## src/hw/vrs_pkg.sv

```systemverilog
// package: shared constants, settings carriers and states of the sequencer
package vrs_pkg;

  // ***************************************************************
  // timing
  // ***************************************************************
  localparam int unsigned CLK_HZ = 25_000_000; // core clock rate
  localparam int unsigned TICK_MS = 10; // timer resolution, 0.01 s
  // cycles per timer tick, default of the top parameter
  localparam int unsigned TICK_CYC = CLK_HZ / 1000 * TICK_MS;
  localparam int unsigned RESET_WIN_MS = 1000; // reset interval, 1 s
  localparam logic [14:0] RESET_WIN_TICKS = 15'(RESET_WIN_MS / TICK_MS);

  // ***************************************************************
  // setting widths, ranges and defaults (delays in ticks)
  // ***************************************************************
  localparam int unsigned DLY_W = 15; // delay width in ticks
  localparam int unsigned VOLT_W = 16; // voltage sample width
  localparam logic [DLY_W-1:0] DLY_MIN = 15'h000A; // 0.10 s
  localparam logic [DLY_W-1:0] LV_RCL_MAX = 15'h4650; // 180.00 s
  localparam logic [DLY_W-1:0] HV_RCL_MAX = 15'h7530; // 300.00 s
  localparam logic [DLY_W-1:0] TRIP_DLY_MAX = 15'h2710; // 100.00 s
  localparam logic [DLY_W-1:0] DLY_DEF = 15'h03E8; // 10.00 s
  localparam logic [7:0] HV_FAC_MIN = 8'h64; // 1.00
  localparam logic [7:0] HV_FAC_MAX = 8'h8C; // 1.40
  localparam logic [7:0] HV_FAC_DEF = 8'h69; // 1.05
  localparam logic [7:0] LV_FAC_MIN = 8'h3C; // 0.60
  localparam logic [7:0] LV_FAC_MAX = 8'h64; // 1.00
  localparam logic [7:0] LV_FAC_DEF = 8'h50; // 0.80
  localparam logic [6:0] FAC_SCALE = 7'h64; // factor unit, hundredths
  localparam logic LIMIT_TWO_DEF = 1'b0; // one trip to lockout
  localparam logic TRIP_EN_DEF = 1'b0; // trip elements disabled
  localparam int unsigned NUM_CHK = 5; // supply quality checks

  // ***************************************************************
  // carriers
  // ***************************************************************
  // trip element settings of one source direction
  typedef struct packed {
    logic en;
    logic [7:0] factor;
    logic [DLY_W-1:0] delay;
  } vrs_trip_set_s;

  // reclose controller settings of one source direction
  typedef struct packed {
    logic limit_two;
    logic [DLY_W-1:0] delay;
  } vrs_rcl_set_s;

  // reclose controller states
  typedef enum logic [2:0] {
    ST_LOCK = 3'h0,
    ST_RESET_WIN = 3'h1,
    ST_PASSIVE = 3'h2,
    ST_TRIP_PEND = 3'h3,
    ST_WAIT_SUPPLY = 3'h4,
    ST_RCL_TIME = 3'h5,
    ST_CLOSE_PEND = 3'h6
  } vrs_rcl_state_e;

  // clamp a delay into its range
  function automatic logic [DLY_W-1:0] clamp_dly(
    input logic [DLY_W-1:0] v,
    input logic [DLY_W-1:0] hi
  );
    clamp_dly = (v < DLY_MIN) ? DLY_MIN : ((v > hi) ? hi : v);
  endfunction

  // clamp a threshold factor into its range
  function automatic logic [7:0] clamp_fac(
    input logic [7:0] v,
    input logic [7:0] lo,
    input logic [7:0] hi
  );
    clamp_fac = (v < lo) ? lo : ((v > hi) ? hi : v);
  endfunction

endpackage

```

## src/hw/vrs_tick_div.sv

```systemverilog
// module: divider giving a one-cycle enable every timer tick
`timescale 1ns/100ps
module vrs_tick_div #(
  parameter int unsigned TICK_CYC = vrs_pkg::TICK_CYC
) (
  input wire logic i_core_clk,
  input wire logic i_srst,
  output logic o_tick
);

  // cycle counter within a tick
  logic [17:0] cnt_q;
  logic [17:0] cnt_d;
  logic wrap; // last cycle of a tick
  logic tick_q; // registered tick pulse

  assign wrap = (cnt_q == 18'(TICK_CYC - 1));
  assign cnt_d = wrap ? 18'h00000 : cnt_q + 18'h00001;
  assign o_tick = tick_q;

  // count cycles and pulse on wrap
  always_ff @(posedge i_core_clk)
  begin
    if (i_srst)
    begin
      cnt_q <= 18'h00000;
      tick_q <= 1'b0;
    end
    else
    begin
      cnt_q <= cnt_d;
      tick_q <= wrap;
    end
  end

endmodule

```

## src/hw/vrs_trip_elem.sv

```systemverilog
// module: voltage trip element with threshold factor and trip delay
`timescale 1ns/100ps
module vrs_trip_elem #(
  parameter bit OVER = 1'b0 // 1: trips on high voltage, 0: low
) (
  input wire logic i_core_clk,
  input wire logic i_srst,
  input wire logic i_tick,
  input wire logic [15:0] i_volt, // positive sequence source voltage
  input wire logic [15:0] i_phase_volt, // rated phase voltage
  input wire vrs_pkg::vrs_trip_set_s i_set,
  input wire logic i_block, // protection off
  output logic o_pick, // condition present, trip delay running
  output logic o_trip // one-cycle trip request
);

  logic [23:0] meas; // voltage times factor scale
  logic [23:0] thr; // phase voltage times factor
  logic cond; // pickup condition
  logic [14:0] cnt_q;
  logic [14:0] cnt_d;
  logic done_q; // trip already requested for this pickup
  logic trip_q;
  logic expire;

  assign meas = 24'(i_volt) * 24'(vrs_pkg::FAC_SCALE);
  assign thr = 24'(i_phase_volt) * 24'(i_set.factor);
  // compare against threshold, enabled and not blocked
  assign cond = i_set.en && !i_block &&
                (OVER ? (meas > thr) : (meas < thr));
  assign expire = cond && i_tick && !done_q &&
                  (cnt_q >= i_set.delay);
  // counter clears when condition drops, saturates at the top
  assign cnt_d = !cond ? 15'h0000 :
                 (i_tick && cnt_q != 15'h7FFF) ? cnt_q + 15'h0001 : cnt_q;
  assign o_pick = cond && !done_q;
  assign o_trip = trip_q;

  // trip delay timer and one-shot trip request
  always_ff @(posedge i_core_clk)
  begin
    if (i_srst)
    begin
      cnt_q <= 15'h0000;
      done_q <= 1'b0;
      trip_q <= 1'b0;
    end
    else
    begin
      cnt_q <= cnt_d;
      trip_q <= expire;
      done_q <= cond && (done_q || expire);
    end
  end

endmodule

```

## src/hw/vrs_top.sv

```systemverilog
// module: voltage trip elements and reclose sequencers of a recloser
`timescale 1ns/100ps
module vrs_top #(
  parameter int unsigned TICK_CYC = vrs_pkg::TICK_CYC
) (
  input wire logic i_core_clk,
  input wire logic i_srst,
  // measurements from the measuring unit
  input wire logic [15:0] i_pos_seq_voltage_src_a,
  input wire logic [15:0] i_phase_volt,
  // supply quality checks: enable and within-limit flags
  input wire logic [4:0] i_chk_en,
  input wire logic [4:0] i_chk_ok,
  // recloser open state from the actuator driver, asynchronous
  input wire logic i_rec_open,
  // operator commands
  input wire logic i_live_work,
  input wire logic i_prot_off,
  input wire logic i_reclose_off,
  // source direction for ring use: 0 plus, 1 minus
  input wire logic i_src_minus,
  // settings load strobe and new settings
  input wire logic i_set_load,
  input wire vrs_pkg::vrs_trip_set_s i_lv_trip_plus,
  input wire vrs_pkg::vrs_trip_set_s i_lv_trip_minus,
  input wire vrs_pkg::vrs_trip_set_s i_hv_trip_plus,
  input wire vrs_pkg::vrs_trip_set_s i_hv_trip_minus,
  input wire vrs_pkg::vrs_rcl_set_s i_lv_rcl_plus,
  input wire vrs_pkg::vrs_rcl_set_s i_lv_rcl_minus,
  input wire vrs_pkg::vrs_rcl_set_s i_hv_rcl_plus,
  input wire vrs_pkg::vrs_rcl_set_s i_hv_rcl_minus,
  // requests to the actuator driver
  output logic o_trip_req,
  output logic o_close_req,
  // status
  output logic o_supply_good,
  output vrs_pkg::vrs_rcl_state_e o_lv_state,
  output vrs_pkg::vrs_rcl_state_e o_hv_state,
  output logic o_lv_pick,
  output logic o_hv_pick
);

  // ***************************************************************
  // settings storage
  // ***************************************************************
  // index 0 plus direction, 1 minus direction
  vrs_pkg::vrs_trip_set_s lv_trip_q [2]; // low element settings
  vrs_pkg::vrs_trip_set_s hv_trip_q [2]; // high element settings
  vrs_pkg::vrs_rcl_set_s rcl_q [2][2]; // [controller][direction]
  vrs_pkg::vrs_trip_set_s lv_trip_def; // low element defaults
  vrs_pkg::vrs_trip_set_s hv_trip_def; // high element defaults
  vrs_pkg::vrs_rcl_set_s rcl_def; // controller defaults
  vrs_pkg::vrs_trip_set_s lv_in [2]; // clamped new low settings
  vrs_pkg::vrs_trip_set_s hv_in [2]; // clamped new high settings
  vrs_pkg::vrs_rcl_set_s rcl_in [2][2]; // clamped new reclose settings
  logic [14:0] rcl_max [2]; // reclose delay ceiling per controller

  assign lv_trip_def = '{en: vrs_pkg::TRIP_EN_DEF,
                         factor: vrs_pkg::LV_FAC_DEF,
                         delay: vrs_pkg::DLY_DEF};
  assign hv_trip_def = '{en: vrs_pkg::TRIP_EN_DEF,
                         factor: vrs_pkg::HV_FAC_DEF,
                         delay: vrs_pkg::DLY_DEF};
  assign rcl_def = '{limit_two: vrs_pkg::LIMIT_TWO_DEF,
                     delay: vrs_pkg::DLY_DEF};
  assign rcl_max[0] = vrs_pkg::LV_RCL_MAX;
  assign rcl_max[1] = vrs_pkg::HV_RCL_MAX;

  // clamp low element settings into range
  assign lv_in[0] = '{en: i_lv_trip_plus.en,
    factor: vrs_pkg::clamp_fac(i_lv_trip_plus.factor,
      vrs_pkg::LV_FAC_MIN, vrs_pkg::LV_FAC_MAX),
    delay: vrs_pkg::clamp_dly(i_lv_trip_plus.delay,
      vrs_pkg::TRIP_DLY_MAX)};
  assign lv_in[1] = '{en: i_lv_trip_minus.en,
    factor: vrs_pkg::clamp_fac(i_lv_trip_minus.factor,
      vrs_pkg::LV_FAC_MIN, vrs_pkg::LV_FAC_MAX),
    delay: vrs_pkg::clamp_dly(i_lv_trip_minus.delay,
      vrs_pkg::TRIP_DLY_MAX)};
  // clamp high element settings, own set per direction
  assign hv_in[0] = '{en: i_hv_trip_plus.en,
    factor: vrs_pkg::clamp_fac(i_hv_trip_plus.factor,
      vrs_pkg::HV_FAC_MIN, vrs_pkg::HV_FAC_MAX),
    delay: vrs_pkg::clamp_dly(i_hv_trip_plus.delay,
      vrs_pkg::TRIP_DLY_MAX)};
  assign hv_in[1] = '{en: i_hv_trip_minus.en,
    factor: vrs_pkg::clamp_fac(i_hv_trip_minus.factor,
      vrs_pkg::HV_FAC_MIN, vrs_pkg::HV_FAC_MAX),
    delay: vrs_pkg::clamp_dly(i_hv_trip_minus.delay,
      vrs_pkg::TRIP_DLY_MAX)};
  // clamp reclose settings, own set per direction
  assign rcl_in[0][0] = '{limit_two: i_lv_rcl_plus.limit_two,
    delay: vrs_pkg::clamp_dly(i_lv_rcl_plus.delay, rcl_max[0])};
  assign rcl_in[0][1] = '{limit_two: i_lv_rcl_minus.limit_two,
    delay: vrs_pkg::clamp_dly(i_lv_rcl_minus.delay,
      rcl_max[0])};
  assign rcl_in[1][0] = '{limit_two: i_hv_rcl_plus.limit_two,
    delay: vrs_pkg::clamp_dly(i_hv_rcl_plus.delay, rcl_max[1])};
  assign rcl_in[1][1] = '{limit_two: i_hv_rcl_minus.limit_two,
    delay: vrs_pkg::clamp_dly(i_hv_rcl_minus.delay, rcl_max[1])};

  // settings reset to defaults, replaced on load strobe
  always_ff @(posedge i_core_clk)
  begin
    for (int d = 0; d < 2; d++)
    begin
      if (i_srst)
      begin
        lv_trip_q[d] <= lv_trip_def;
        hv_trip_q[d] <= hv_trip_def;
        rcl_q[0][d] <= rcl_def;
        rcl_q[1][d] <= rcl_def;
      end
      else if (i_set_load)
      begin
        lv_trip_q[d] <= lv_in[d];
        hv_trip_q[d] <= hv_in[d];
        rcl_q[0][d] <= rcl_in[0][d];
        rcl_q[1][d] <= rcl_in[1][d];
      end
    end
  end

  // ***************************************************************
  // open state synchroniser and supply quality gate
  // ***************************************************************
  logic open_m1_q; // first stage, read only by the second
  logic open_m2_q;
  logic open_m3_q;
  logic open_q; // filtered open state
  logic good_q; // supply good verdict

  // three stages, accept a change once stages two and three agree
  always_ff @(posedge i_core_clk)
  begin
    if (i_srst)
    begin
      open_m1_q <= 1'b1;
      open_m2_q <= 1'b1;
      open_m3_q <= 1'b1;
      open_q <= 1'b1;
      good_q <= 1'b0;
    end
    else
    begin
      open_m1_q <= i_rec_open;
      open_m2_q <= open_m1_q;
      open_m3_q <= open_m2_q;
      if (open_m2_q == open_m3_q)
      begin
        open_q <= open_m3_q;
      end
      good_q <= &(~i_chk_en | i_chk_ok);
    end
  end

  assign o_supply_good = good_q;

  // ***************************************************************
  // tick divider and trip elements
  // ***************************************************************
  logic tick; // one pulse per 0.01 s
  logic [1:0] pick; // [0] low, [1] high element timing
  logic [1:0] trip; // [0] low, [1] high trip pulse
  logic dir; // active source direction
  logic force_lock; // operator forced lockout
  logic trip_q;
  logic close_q;
  logic [1:0] close_d; // close request per controller

  assign dir = i_src_minus;
  assign force_lock = i_live_work || i_prot_off || i_reclose_off;

  vrs_tick_div #(
    .TICK_CYC(TICK_CYC)
  ) u_tick (
    .i_core_clk(i_core_clk),
    .i_srst(i_srst),
    .o_tick(tick)
  );

  vrs_trip_elem #(
    .OVER(1'b0)
  ) u_lv_elem (
    .i_core_clk(i_core_clk),
    .i_srst(i_srst),
    .i_tick(tick),
    .i_volt(i_pos_seq_voltage_src_a),
    .i_phase_volt(i_phase_volt),
    .i_set(lv_trip_q[dir]),
    .i_block(i_prot_off),
    .o_pick(pick[0]),
    .o_trip(trip[0])
  );

  vrs_trip_elem #(
    .OVER(1'b1)
  ) u_hv_elem (
    .i_core_clk(i_core_clk),
    .i_srst(i_srst),
    .i_tick(tick),
    .i_volt(i_pos_seq_voltage_src_a),
    .i_phase_volt(i_phase_volt),
    .i_set(hv_trip_q[dir]),
    .i_block(i_prot_off),
    .o_pick(pick[1]),
    .o_trip(trip[1])
  );

  // ***************************************************************
  // reclose controllers: 0 low voltage, 1 high voltage
  // ***************************************************************
  vrs_pkg::vrs_rcl_state_e st_q [2];

  for (genvar k = 0; k < 2; k++)
  begin : g_rcl
    vrs_pkg::vrs_rcl_state_e st_d;
    vrs_pkg::vrs_rcl_set_s set; // active direction settings
    logic [14:0] cnt_q; // reset window or reclose delay timer
    logic [14:0] cnt_d;
    logic run; // timer advances on tick
    logic win_done; // reset window complete
    logic dly_done; // reclose delay complete

    assign set = rcl_q[k][dir];
    // reset timer held while own element times its trip delay
    assign run = (st_q[k] == vrs_pkg::ST_RESET_WIN && !pick[k]) ||
                 (st_q[k] == vrs_pkg::ST_RCL_TIME);
    assign win_done = tick && !pick[k] &&
                      (cnt_q >= vrs_pkg::RESET_WIN_TICKS);
    assign dly_done = tick && (cnt_q >= set.delay);
    // clear timer on each state change
    assign cnt_d = (st_d != st_q[k]) ? 15'h0000 :
                   (run && tick && cnt_q != 15'h7FFF) ?
                   cnt_q + 15'h0001 : cnt_q;

    // next state of the sequence
    always_comb
    begin
      st_d = st_q[k];
      close_d[k] = 1'b0;
      if (force_lock)
      begin
        st_d = vrs_pkg::ST_LOCK;
      end
      else
      begin
        unique case (st_q[k])
          // open to lockout: a closing restarts the window
          vrs_pkg::ST_LOCK:
            if (!open_q)
            begin
              st_d = vrs_pkg::ST_RESET_WIN;
            end
          // first closing or after reclosure: single shot window
          vrs_pkg::ST_RESET_WIN:
            if (trip[k] || open_q)
            begin
              st_d = vrs_pkg::ST_LOCK;
            end
            else if (win_done)
            begin
              st_d = vrs_pkg::ST_PASSIVE;
            end
          // passive: full sequence available
          vrs_pkg::ST_PASSIVE:
            if (trip[k])
            begin
              st_d = set.limit_two ? vrs_pkg::ST_TRIP_PEND :
                     vrs_pkg::ST_LOCK;
            end
            else if (open_q)
            begin
              st_d = vrs_pkg::ST_LOCK;
            end
          // trip requested, wait for the recloser to open
          vrs_pkg::ST_TRIP_PEND:
            if (open_q)
            begin
              st_d = vrs_pkg::ST_WAIT_SUPPLY;
            end
          // trip to reclose: hold until supply is good
          vrs_pkg::ST_WAIT_SUPPLY:
            if (!open_q)
            begin
              st_d = vrs_pkg::ST_RESET_WIN;
            end
            else if (good_q)
            begin
              st_d = vrs_pkg::ST_RCL_TIME;
            end
          // timing reclose delay, restart on supply failure
          vrs_pkg::ST_RCL_TIME:
            if (!good_q)
            begin
              st_d = vrs_pkg::ST_WAIT_SUPPLY;
            end
            else if (dly_done)
            begin
              close_d[k] = 1'b1;
              st_d = vrs_pkg::ST_CLOSE_PEND;
            end
          // close requested, wait for the recloser to close
          vrs_pkg::ST_CLOSE_PEND:
            if (!open_q)
            begin
              st_d = vrs_pkg::ST_RESET_WIN;
            end
          // unused code: recover to lockout
          default:
            st_d = vrs_pkg::ST_LOCK;
        endcase
      end
    end

    // state and timer registers
    always_ff @(posedge i_core_clk)
    begin
      if (i_srst)
      begin
        st_q[k] <= vrs_pkg::ST_LOCK;
        cnt_q <= 15'h0000;
      end
      else
      begin
        st_q[k] <= st_d;
        cnt_q <= cnt_d;
      end
    end
  end

  // ***************************************************************
  // driver requests and status
  // ***************************************************************
  // registered request pulses to the actuator driver
  always_ff @(posedge i_core_clk)
  begin
    if (i_srst)
    begin
      trip_q <= 1'b0;
      close_q <= 1'b0;
    end
    else
    begin
      trip_q <= |trip;
      close_q <= |close_d;
    end
  end

  assign o_trip_req = trip_q;
  assign o_close_req = close_q;
  assign o_lv_state = st_q[0];
  assign o_hv_state = st_q[1];
  assign o_lv_pick = pick[0];
  assign o_hv_pick = pick[1];

endmodule

```

## config.mk

```make
export PLATFORM = sky130hd
export DESIGN_NAME = vrs_top
export DESIGN_NICKNAME = d
export VERILOG_FILES = /design/src/hw/vrs_pkg.sv /design/src/hw/vrs_tick_div.sv /design/src/hw/vrs_trip_elem.sv /design/src/hw/vrs_top.sv
export SDC_FILE = /design/constraint.sdc
export NUM_CORES = 1
export LEC_CHECK = 0
export BUFFER_PORTS_ARGS = -buffer_cell sky130_fd_sc_hd__buf_2
export CAP_MARGIN = 0
export CORE_UTILIZATION = 68
export CTS_BUF_LIST = sky130_fd_sc_hd__clkbuf_4
export CTS_CLUSTER_SIZE = 28
export DETAILED_ROUTE_END_ITERATION = 16
export GPL_TIMING_DRIVEN = 1
export PLACE_DENSITY = 0.89
export REMOVE_ABC_BUFFERS = 1
export SLEW_MARGIN = 10
export SYNTH_ARGS = -nofsm -noshare
export SYNTH_HDL_FRONTEND = slang
export SYNTH_HIERARCHICAL = 1
export SYNTH_SLANG_ARGS = --single-unit
```

## constraint.sdc

```tcl
create_clock -name i_core_clk -period 15.3 [get_ports i_core_clk]
set_input_delay 2.295 -clock i_core_clk [delete_from_list [all_inputs] [get_ports i_core_clk]]
set_output_delay 2.295 -clock i_core_clk [all_outputs]
set_load 0.02 [all_outputs]
```

## After elaboration in Yosys (flattened, before gate mapping)

Memories as Yosys holds them, arrays and structs flattened.
Index checks and enable logic that the tools add are counted.

| operators by class | value |
|---|---|
| multiplexer cells | 80 |
| bitwise operators | 15 |
| $lt $le $gt $ge | 33 |
| $mul | 3 |
| reduce and logical (&&, ||, !) cells | 53 |
| add/sub/neg operators | 5 |
| equality and inequality tests | 20 |

Operators by type and width:

| operator | count |
|---|---|
| two-way mux 15 bit | 16 |
| two-way mux 16 bit | 10 |
| < comparator 15 x 4 -> 1 bit (second input constant) | 8 |
| two-way mux 24 bit | 4 |
| two-way mux 3 bit | 24 |
| two-way mux 8 bit | 8 |
| adder 15 x 1 -> 15 bit (second input constant) | 4 |
| greater-or-equal comparator 15 bit | 4 |
| greater-than comparator 15 x 14 -> 1 bit (second input constant) | 4 |
| greater-than comparator 15 bit (second input constant) | 4 |
| inequality test 15 bit (second input constant) | 4 |
| multiplier 16 x 8 -> 24 bit | 2 |
| case mux 3 bit (6 select lines) | 2 |
| greater-or-equal comparator 15 x 7 -> 1 bit (second input constant) | 2 |
| logical AND 1 bit | 28 |
| greater-than comparator 23 x 24 -> 1 bit | 1 |
| < comparator 23 x 24 -> 1 bit | 1 |
| multiplier 16 x 5 -> 21 bit (second input constant) | 1 |
| adder 18 x 1 -> 18 bit (second input constant) | 1 |
| == test 18 bit (second input constant) | 1 |
| == test 3 bit (second input constant) | 6 |
| OR reduction 2 bit | 9 |
| greater-than comparator 8 x 7 -> 1 bit (second input constant) | 2 |
| greater-than comparator 8 bit (second input constant) | 2 |
| other kinds (18) | 61 |

| storage, ports and cells | value |
|---|---|
| input port bits | 210 |
| memories | 4 |
| flip-flop bits (word level) | 90 |
| output and inout port bits | 11 |
| memory bits (writable) | 166 |
| logic and storage cells | 230 |

Memories:

| name | depth | bits a word | rd ports | clocked after Yosys merged registers in | write ports | line | source |
|---|---|---|---|---|---|---|---|
| rcl_q | 2 | 32 | 2 | 0 | 2 | vrs_top.sv:49 | `vrs_pkg::vrs_rcl_set_s rcl_q [2][2];` |
| hv_trip_q | 2 | 24 | 1 | 0 | 2 | vrs_top.sv:48 | `vrs_pkg::vrs_trip_set_s hv_trip_q [2];` |
| lv_trip_q | 2 | 24 | 1 | 0 | 2 | vrs_top.sv:47 | `vrs_pkg::vrs_trip_set_s lv_trip_q [2];` |
| st_q | 2 | 3 | 2 | 0 | 2 | vrs_top.sv:213 | `vrs_pkg::vrs_rcl_state_e st_q [2];` |

## Longest topological paths before layout

An unclocked memory read counts as a cell.

| logic depth | value |
|---|---|
| depth after elaboration | 14 |
| gate-level depth with buffers | 38 |
| mapped depth without buffers | 34 |

## Modules after synthesis

Netlist, hierarchy kept.

By module, submodules not included:

| module | times used | seq. area each (µm²) | cells an instance | area an instance (µm²) |
|---|---|---|---|---|
| vrs_top | 1 | 5,665.4 | 998 | 11,066.9 |
| vrs_trip_elem at u_lv_elem | 1 | 340.3 | 883 | 7,350.8 |
| vrs_trip_elem at u_hv_elem | 1 | 340.3 | 854 | 7,225.7 |
| vrs_tick_div | 1 | 380.4 | 94 | 852.1 |

## Least setup slack after synthesis

Ideal clock, no wire load.

| timing | value |
|---|---|
| kind | in2out |
| start | in i_src_minus |
| end | out o_hv_pick |
| setup slack | 4,137 ps |
| required time | 13,005 ps |
| arrival | 8,868 ps |
| cell stages on the path | 26 |
| path buffers | 3 |
| path through | clkbuf_1 > clkbuf_1 > mux2_2 > clkbuf_1 > and2_1 > fa_1 > fa_1 > fa_1 > inv_1 > fa_1 > inv_1 > ha_1 > a21oi_1 > nor2_1 > a211oi_2 > a31oi_2 > a211o_1 > a31o_2 > a31oi_1 > xor2_1 > ha_1 > nand3_1 > nor2_1 > a31oi_1 > nand3b_1 > nor3_1 |

| between the ends | value |
|---|---|
| longest elaborated chain between the ends | 5 |
| elaborated cells on any way between the ends | 6 |
| classes of those cells | mul: 1; order compare: 1; reduce/logical: 3; memory: 1 |

Ends and longest elaborated chain:

| what | line | source |
|---|---|---|
| start, declared | vrs_top.sv:21 | `input wire logic i_src_minus,` |
| memory (2 x 24 bit) (*) | n/a |  |
| multiplier 16 x 8 -> 24 bit | vrs_trip_elem.sv:27 | `assign thr = 24'(i_phase_volt) * 24'(i_set.factor);` |
| greater-than comparator 23 x 24 -> 1 bit | vrs_trip_elem.sv:30 | `(OVER ? (meas > thr) : (meas < thr));` |
| logical AND 1 bit (*) | vrs_trip_elem.sv:29 | `assign cond = i_set.en && !i_block &&` |
| logical AND 1 bit (*) | vrs_trip_elem.sv:36 | `assign o_pick = cond && !done_q;` |
| end, declared | vrs_top.sv:40 | `output logic o_hv_pick` |

Every way passes the cells marked *; elsewhere a longest branch is shown, timed or not.

## Final worst setup path

| timing | value |
|---|---|
| start | in i_src_minus |
| end | out o_lv_pick |

| between the ends | value |
|---|---|
| longest elaborated chain between the ends | 5 |
| elaborated cells on any way between the ends | 6 |
| classes of those cells | mul: 1; order compare: 1; reduce/logical: 3; memory: 1 |

Ends and longest elaborated chain:

| what | line | source |
|---|---|---|
| memory (2 x 24 bit) (*) | n/a |  |
| multiplier 16 x 8 -> 24 bit | vrs_trip_elem.sv:27 |  |
| < comparator 23 x 24 -> 1 bit | vrs_trip_elem.sv:30 |  |
| logical AND 1 bit (*) | vrs_trip_elem.sv:29 |  |
| logical AND 1 bit (*) | vrs_trip_elem.sv:36 |  |
| end, declared | vrs_top.sv:39 | `output logic o_lv_pick,` |

Marked as above.

==> flow_metrics.tcl <==
set metrics [dict create \
    viasPerCell 6.056 \
    drive_gt1_share_pct 14.62 \
    status "finished, final reports clean" \
    synth-edff-count 160 \
    synth_ff_type "edfxtp_1" \
    tns_ns 0 \
    portBuffers 220 \
    cp-startpoint "i_src_minus" \
    power_frac_seq_pct 18.9 \
    final.period_utilization_pct 77.87 \
    cts_buffer_depth 3 \
    clockRootBuffer "clkbuf_4" \
    synthCells 2829 \
    drc 0 \
    crit_path_end_kind "primary output" \
    post_cts_buffers 0 \
    ff2ff_path_depth 29 \
    fin_area_um2 28910 \
    regArea_um2 6726 \
    p_clk_share_pct 15.3 \
    r2r-end "g_rcl[0].cnt_q[13]$_SDFFE_PP0P_" \
    routedWlPerCell_um 17.83 \
    power_frac_comb_pct 65.8 \
    syn_to_final_growth_pct 9.109 \
    placementRows 71 \
    htree_levels 3 \
    max_freq_mhz 83.93 \
    ios 221 \
    min_path_cells 1 \
    clkLatencyLatePin_ns 0.73 \
    die_h_um 199.4 \
    cts_made_buffers 66 \
    grt_pass1_vias 22520 \
    crit_fanout 18 \
    grt_overflow 0 \
    drtIter0Drc 1498 \
    p_switching_w 0.001934 \
    gp_congestion 0.9905 \
    synth-seq-area-share_pct 25.39 \
    fp.dieW_um 199.4 \
    antenna_found_initial 1 \
    wirelength_um 64760 \
    hpwl_um 48860 \
    setup_slack_ns 3.385 \
    num-fill-cells 2668 \
    async_reset_ff_share_pct 0 \
    initial_utilization_pct 69.69 \
    cts-hold-fix-buffers 0 \
    hold_violations 0 \
    synth.distinct_cells 100 \
    layout.nets 3770 \
    max_cap_violations 0 \
    multi_input_area_um2 17960 \
    startpoint_type "input port" \
    skew_ns 0.04666 \
    r2r_start "lv_trip_q[0][22]$_SDFFCE_PN0P_" \
    vias 22000 \
    ant_nets 0 \
    pre_cts_ws_ns 3.627 \
    min_path_type "reg -> reg" \
    track_usage_pct 33.20 \
    crit_type "in -> out" \
    clk_pin_slew_ns 0.06 \
    cts_resized 0 \
    place_area_um2 28010 \
    worst_pin_slew_ns 1.096 \
    p_leak_nw 13.39 \
    power_density_nw_per_um2 143.6 \
    final_max_slew_viol_count 0 \
    die_area_um2 39760 \
    fin_crit_ns 11.91 \
    yosysWarnings 6 \
    syn_avg_cell_area_um2 9.366 \
    cp.arrival_ns 9.62 \
    core_area_um2 38020 \
    irDropWorstVdd_v 0.0001199 \
    fin_util_pct 76.03 \
    grt_max_degree 86 \
    endpoint "o_lv_pick" \
    p_int_w 0.002217 \
    cts_tree "done" \
    crit_required_ns 13.01 \
    switching_share_pct 46.59 \
    hold_slack_ns 0.4187 \
    r2r_slack_ns 6.38 \
    maxSlewHeadroom_pct 26.93 \
    post_synth_instance_area_um2 26500 \
    grt_pass1_wl_um 105200 \
    clock-sinks 256 \
    rsz0062_at_grt "false" \
    ys_ff_latch 256 \
    setup_viol 0 \
    drt-pass1-iter-count 7 \
]
==> per-stage QoR <==
step	total power, W	instances
floorplan	0.002787	2773
global placement	0.003287	3510
detailed placement	0.003449	3510
CTS	0.004099	3631
global route	0.004520	3632
finish	0.004151	3632
==> state kept, by name, summed over array words and instances (netlist names), 6 cells and up <==
| name | flops |
|---|---|
| u_tick/cnt_q | 18 |
| u_lv_elem/cnt_q | 15 |
| st_q | 6 |
| rcl_q | 64 |
| lv_trip_q | 48 |
| u_hv_elem/cnt_q | 15 |
| hv_trip_q | 48 |
| g_rcl.cnt_q | 30 |
==> metal layers <==
metal	vias up	global-route usage (%)	routed length [um]
met4	0	18.26	3070
met2	916	59.88	33250
met1	10620	37.01	24490
met5	-	0	0
met3	242	5.840	3956
li1	10220	-	-
==> cells in the mapped netlist (58+ instances only) <==
cell      number  area share, %
nand3_1       58            1.1
xnor2_1       73            2.4
and2_1       262            6.2
dfxtp_1       96            7.3
o21ai_0       76            1.4
ha_1         303             14
a21oi_1      126            2.4
nor2_1       162            2.3
fa_1         190             14
inv_1        411            5.8
edfxtp_1     160             18
nor3_1        70            1.3
nand2_1      147            2.1
==> power by group through the flow <==
stage / clock network, W / logic (W) / registers, W
2_1_floorplan: 0 / 0.00199 / 0.000795
3_3_place_gp: 0 / 0.00249 / 0.000797
3_5_place_dp: 0 / 0.00265 / 0.000799
4_1_cts: 0.000643 / 0.00267 / 0.000784
5_1_grt: 0.000676 / 0.00306 / 0.000787
6_report: 0.000634 / 0.00273 / 0.000784
==> cell type report <==
type	count	share of cell area [%]
Clock inverter	31	0.7488
Timing Repair Buffer	226	3.973
Clock buffer	90	2.337
Sequential cell	256	23.27
Multi-Input combinational cell	2106	62.12
Antenna cell	1	0.008656
Inverter	411	5.337
Tap cell	511	2.212
==> worst min-delay path by stage <==
stage / endpoint / start
3_3_place_gp: open_m2_q$_SDFF_PP1_ / open_m1_q$_SDFF_PP1_
2_1_floorplan: open_m2_q$_SDFF_PP1_ / open_m1_q$_SDFF_PP1_
4_1_cts: open_m2_q$_SDFF_PP1_ / open_m1_q$_SDFF_PP1_
3_5_place_dp: open_m2_q$_SDFF_PP1_ / open_m1_q$_SDFF_PP1_
6_report: open_m2_q$_SDFF_PP1_ / open_m1_q$_SDFF_PP1_
5_1_grt: open_m2_q$_SDFF_PP1_ / open_m1_q$_SDFF_PP1_
==> cells by family (layout without fill, tap and decap cells) <==
family,after synthesis,after routing,synth area share (%)
fa+ha+maj,493,493,28.66
mux,90,90,3.641
flops,256,256,25.39
xor+xnor,125,125,4.132
compound gates,431,431,11.14
other cells,1,7,0.01415
simple gates,961,961,20.08
buf+inv,472,758,6.937
==> cell usage in the layout, fill, tap and decap left out, types with 34 or more instances in the layout <==
| cell | count |
|---|---|
| xor2_1 | 52 |
| mux2i_1 | 39 |
| nor3_1 | 70 |
| o21ai_0 | 76 |
| fa_1 | 190 |
| inv_1 | 411 |
| nand3_1 | 58 |
| nor4_1 | 34 |
| a21oi_1 | 126 |
| ha_1 | 303 |
| dfxtp_1 | 96 |
| mux2_2 | 51 |
| and2_1 | 262 |
| nor2_1 | 162 |
| nand4_1 | 44 |
| edfxtp_1 | 160 |
| a21o_1 | 52 |
| nand2_1 | 147 |
| buf_2 | 219 |
| xnor2_1 | 73 |
| clkbuf_4 | 90 |
==> worst max-delay path, cell delays in order <==
cell      delay [ns]
buf_4           0.29
mux2_2          0.51
and2_1          0.22
fa_1            0.54
fa_1            0.52
fa_1            0.54
inv_1           0.05
fa_1            0.53
inv_1           0.04
ha_1            0.38
a21oi_1         0.26
o22ai_1         0.15
a21oi_1         0.37
a32oi_1         0.26
a21o_1          0.24
a21oi_1         0.20
xor2_1          0.09
ha_1            0.30
a21oi_1         0.08
nor2b_1         0.10
o21ai_0         0.08
o211ai_1        0.09
a31oi_1         0.10
a311oi_4        0.90
nor2_1          0.18
buf_2           0.23
Note: power is estimated with default switching activity, not from simulation.
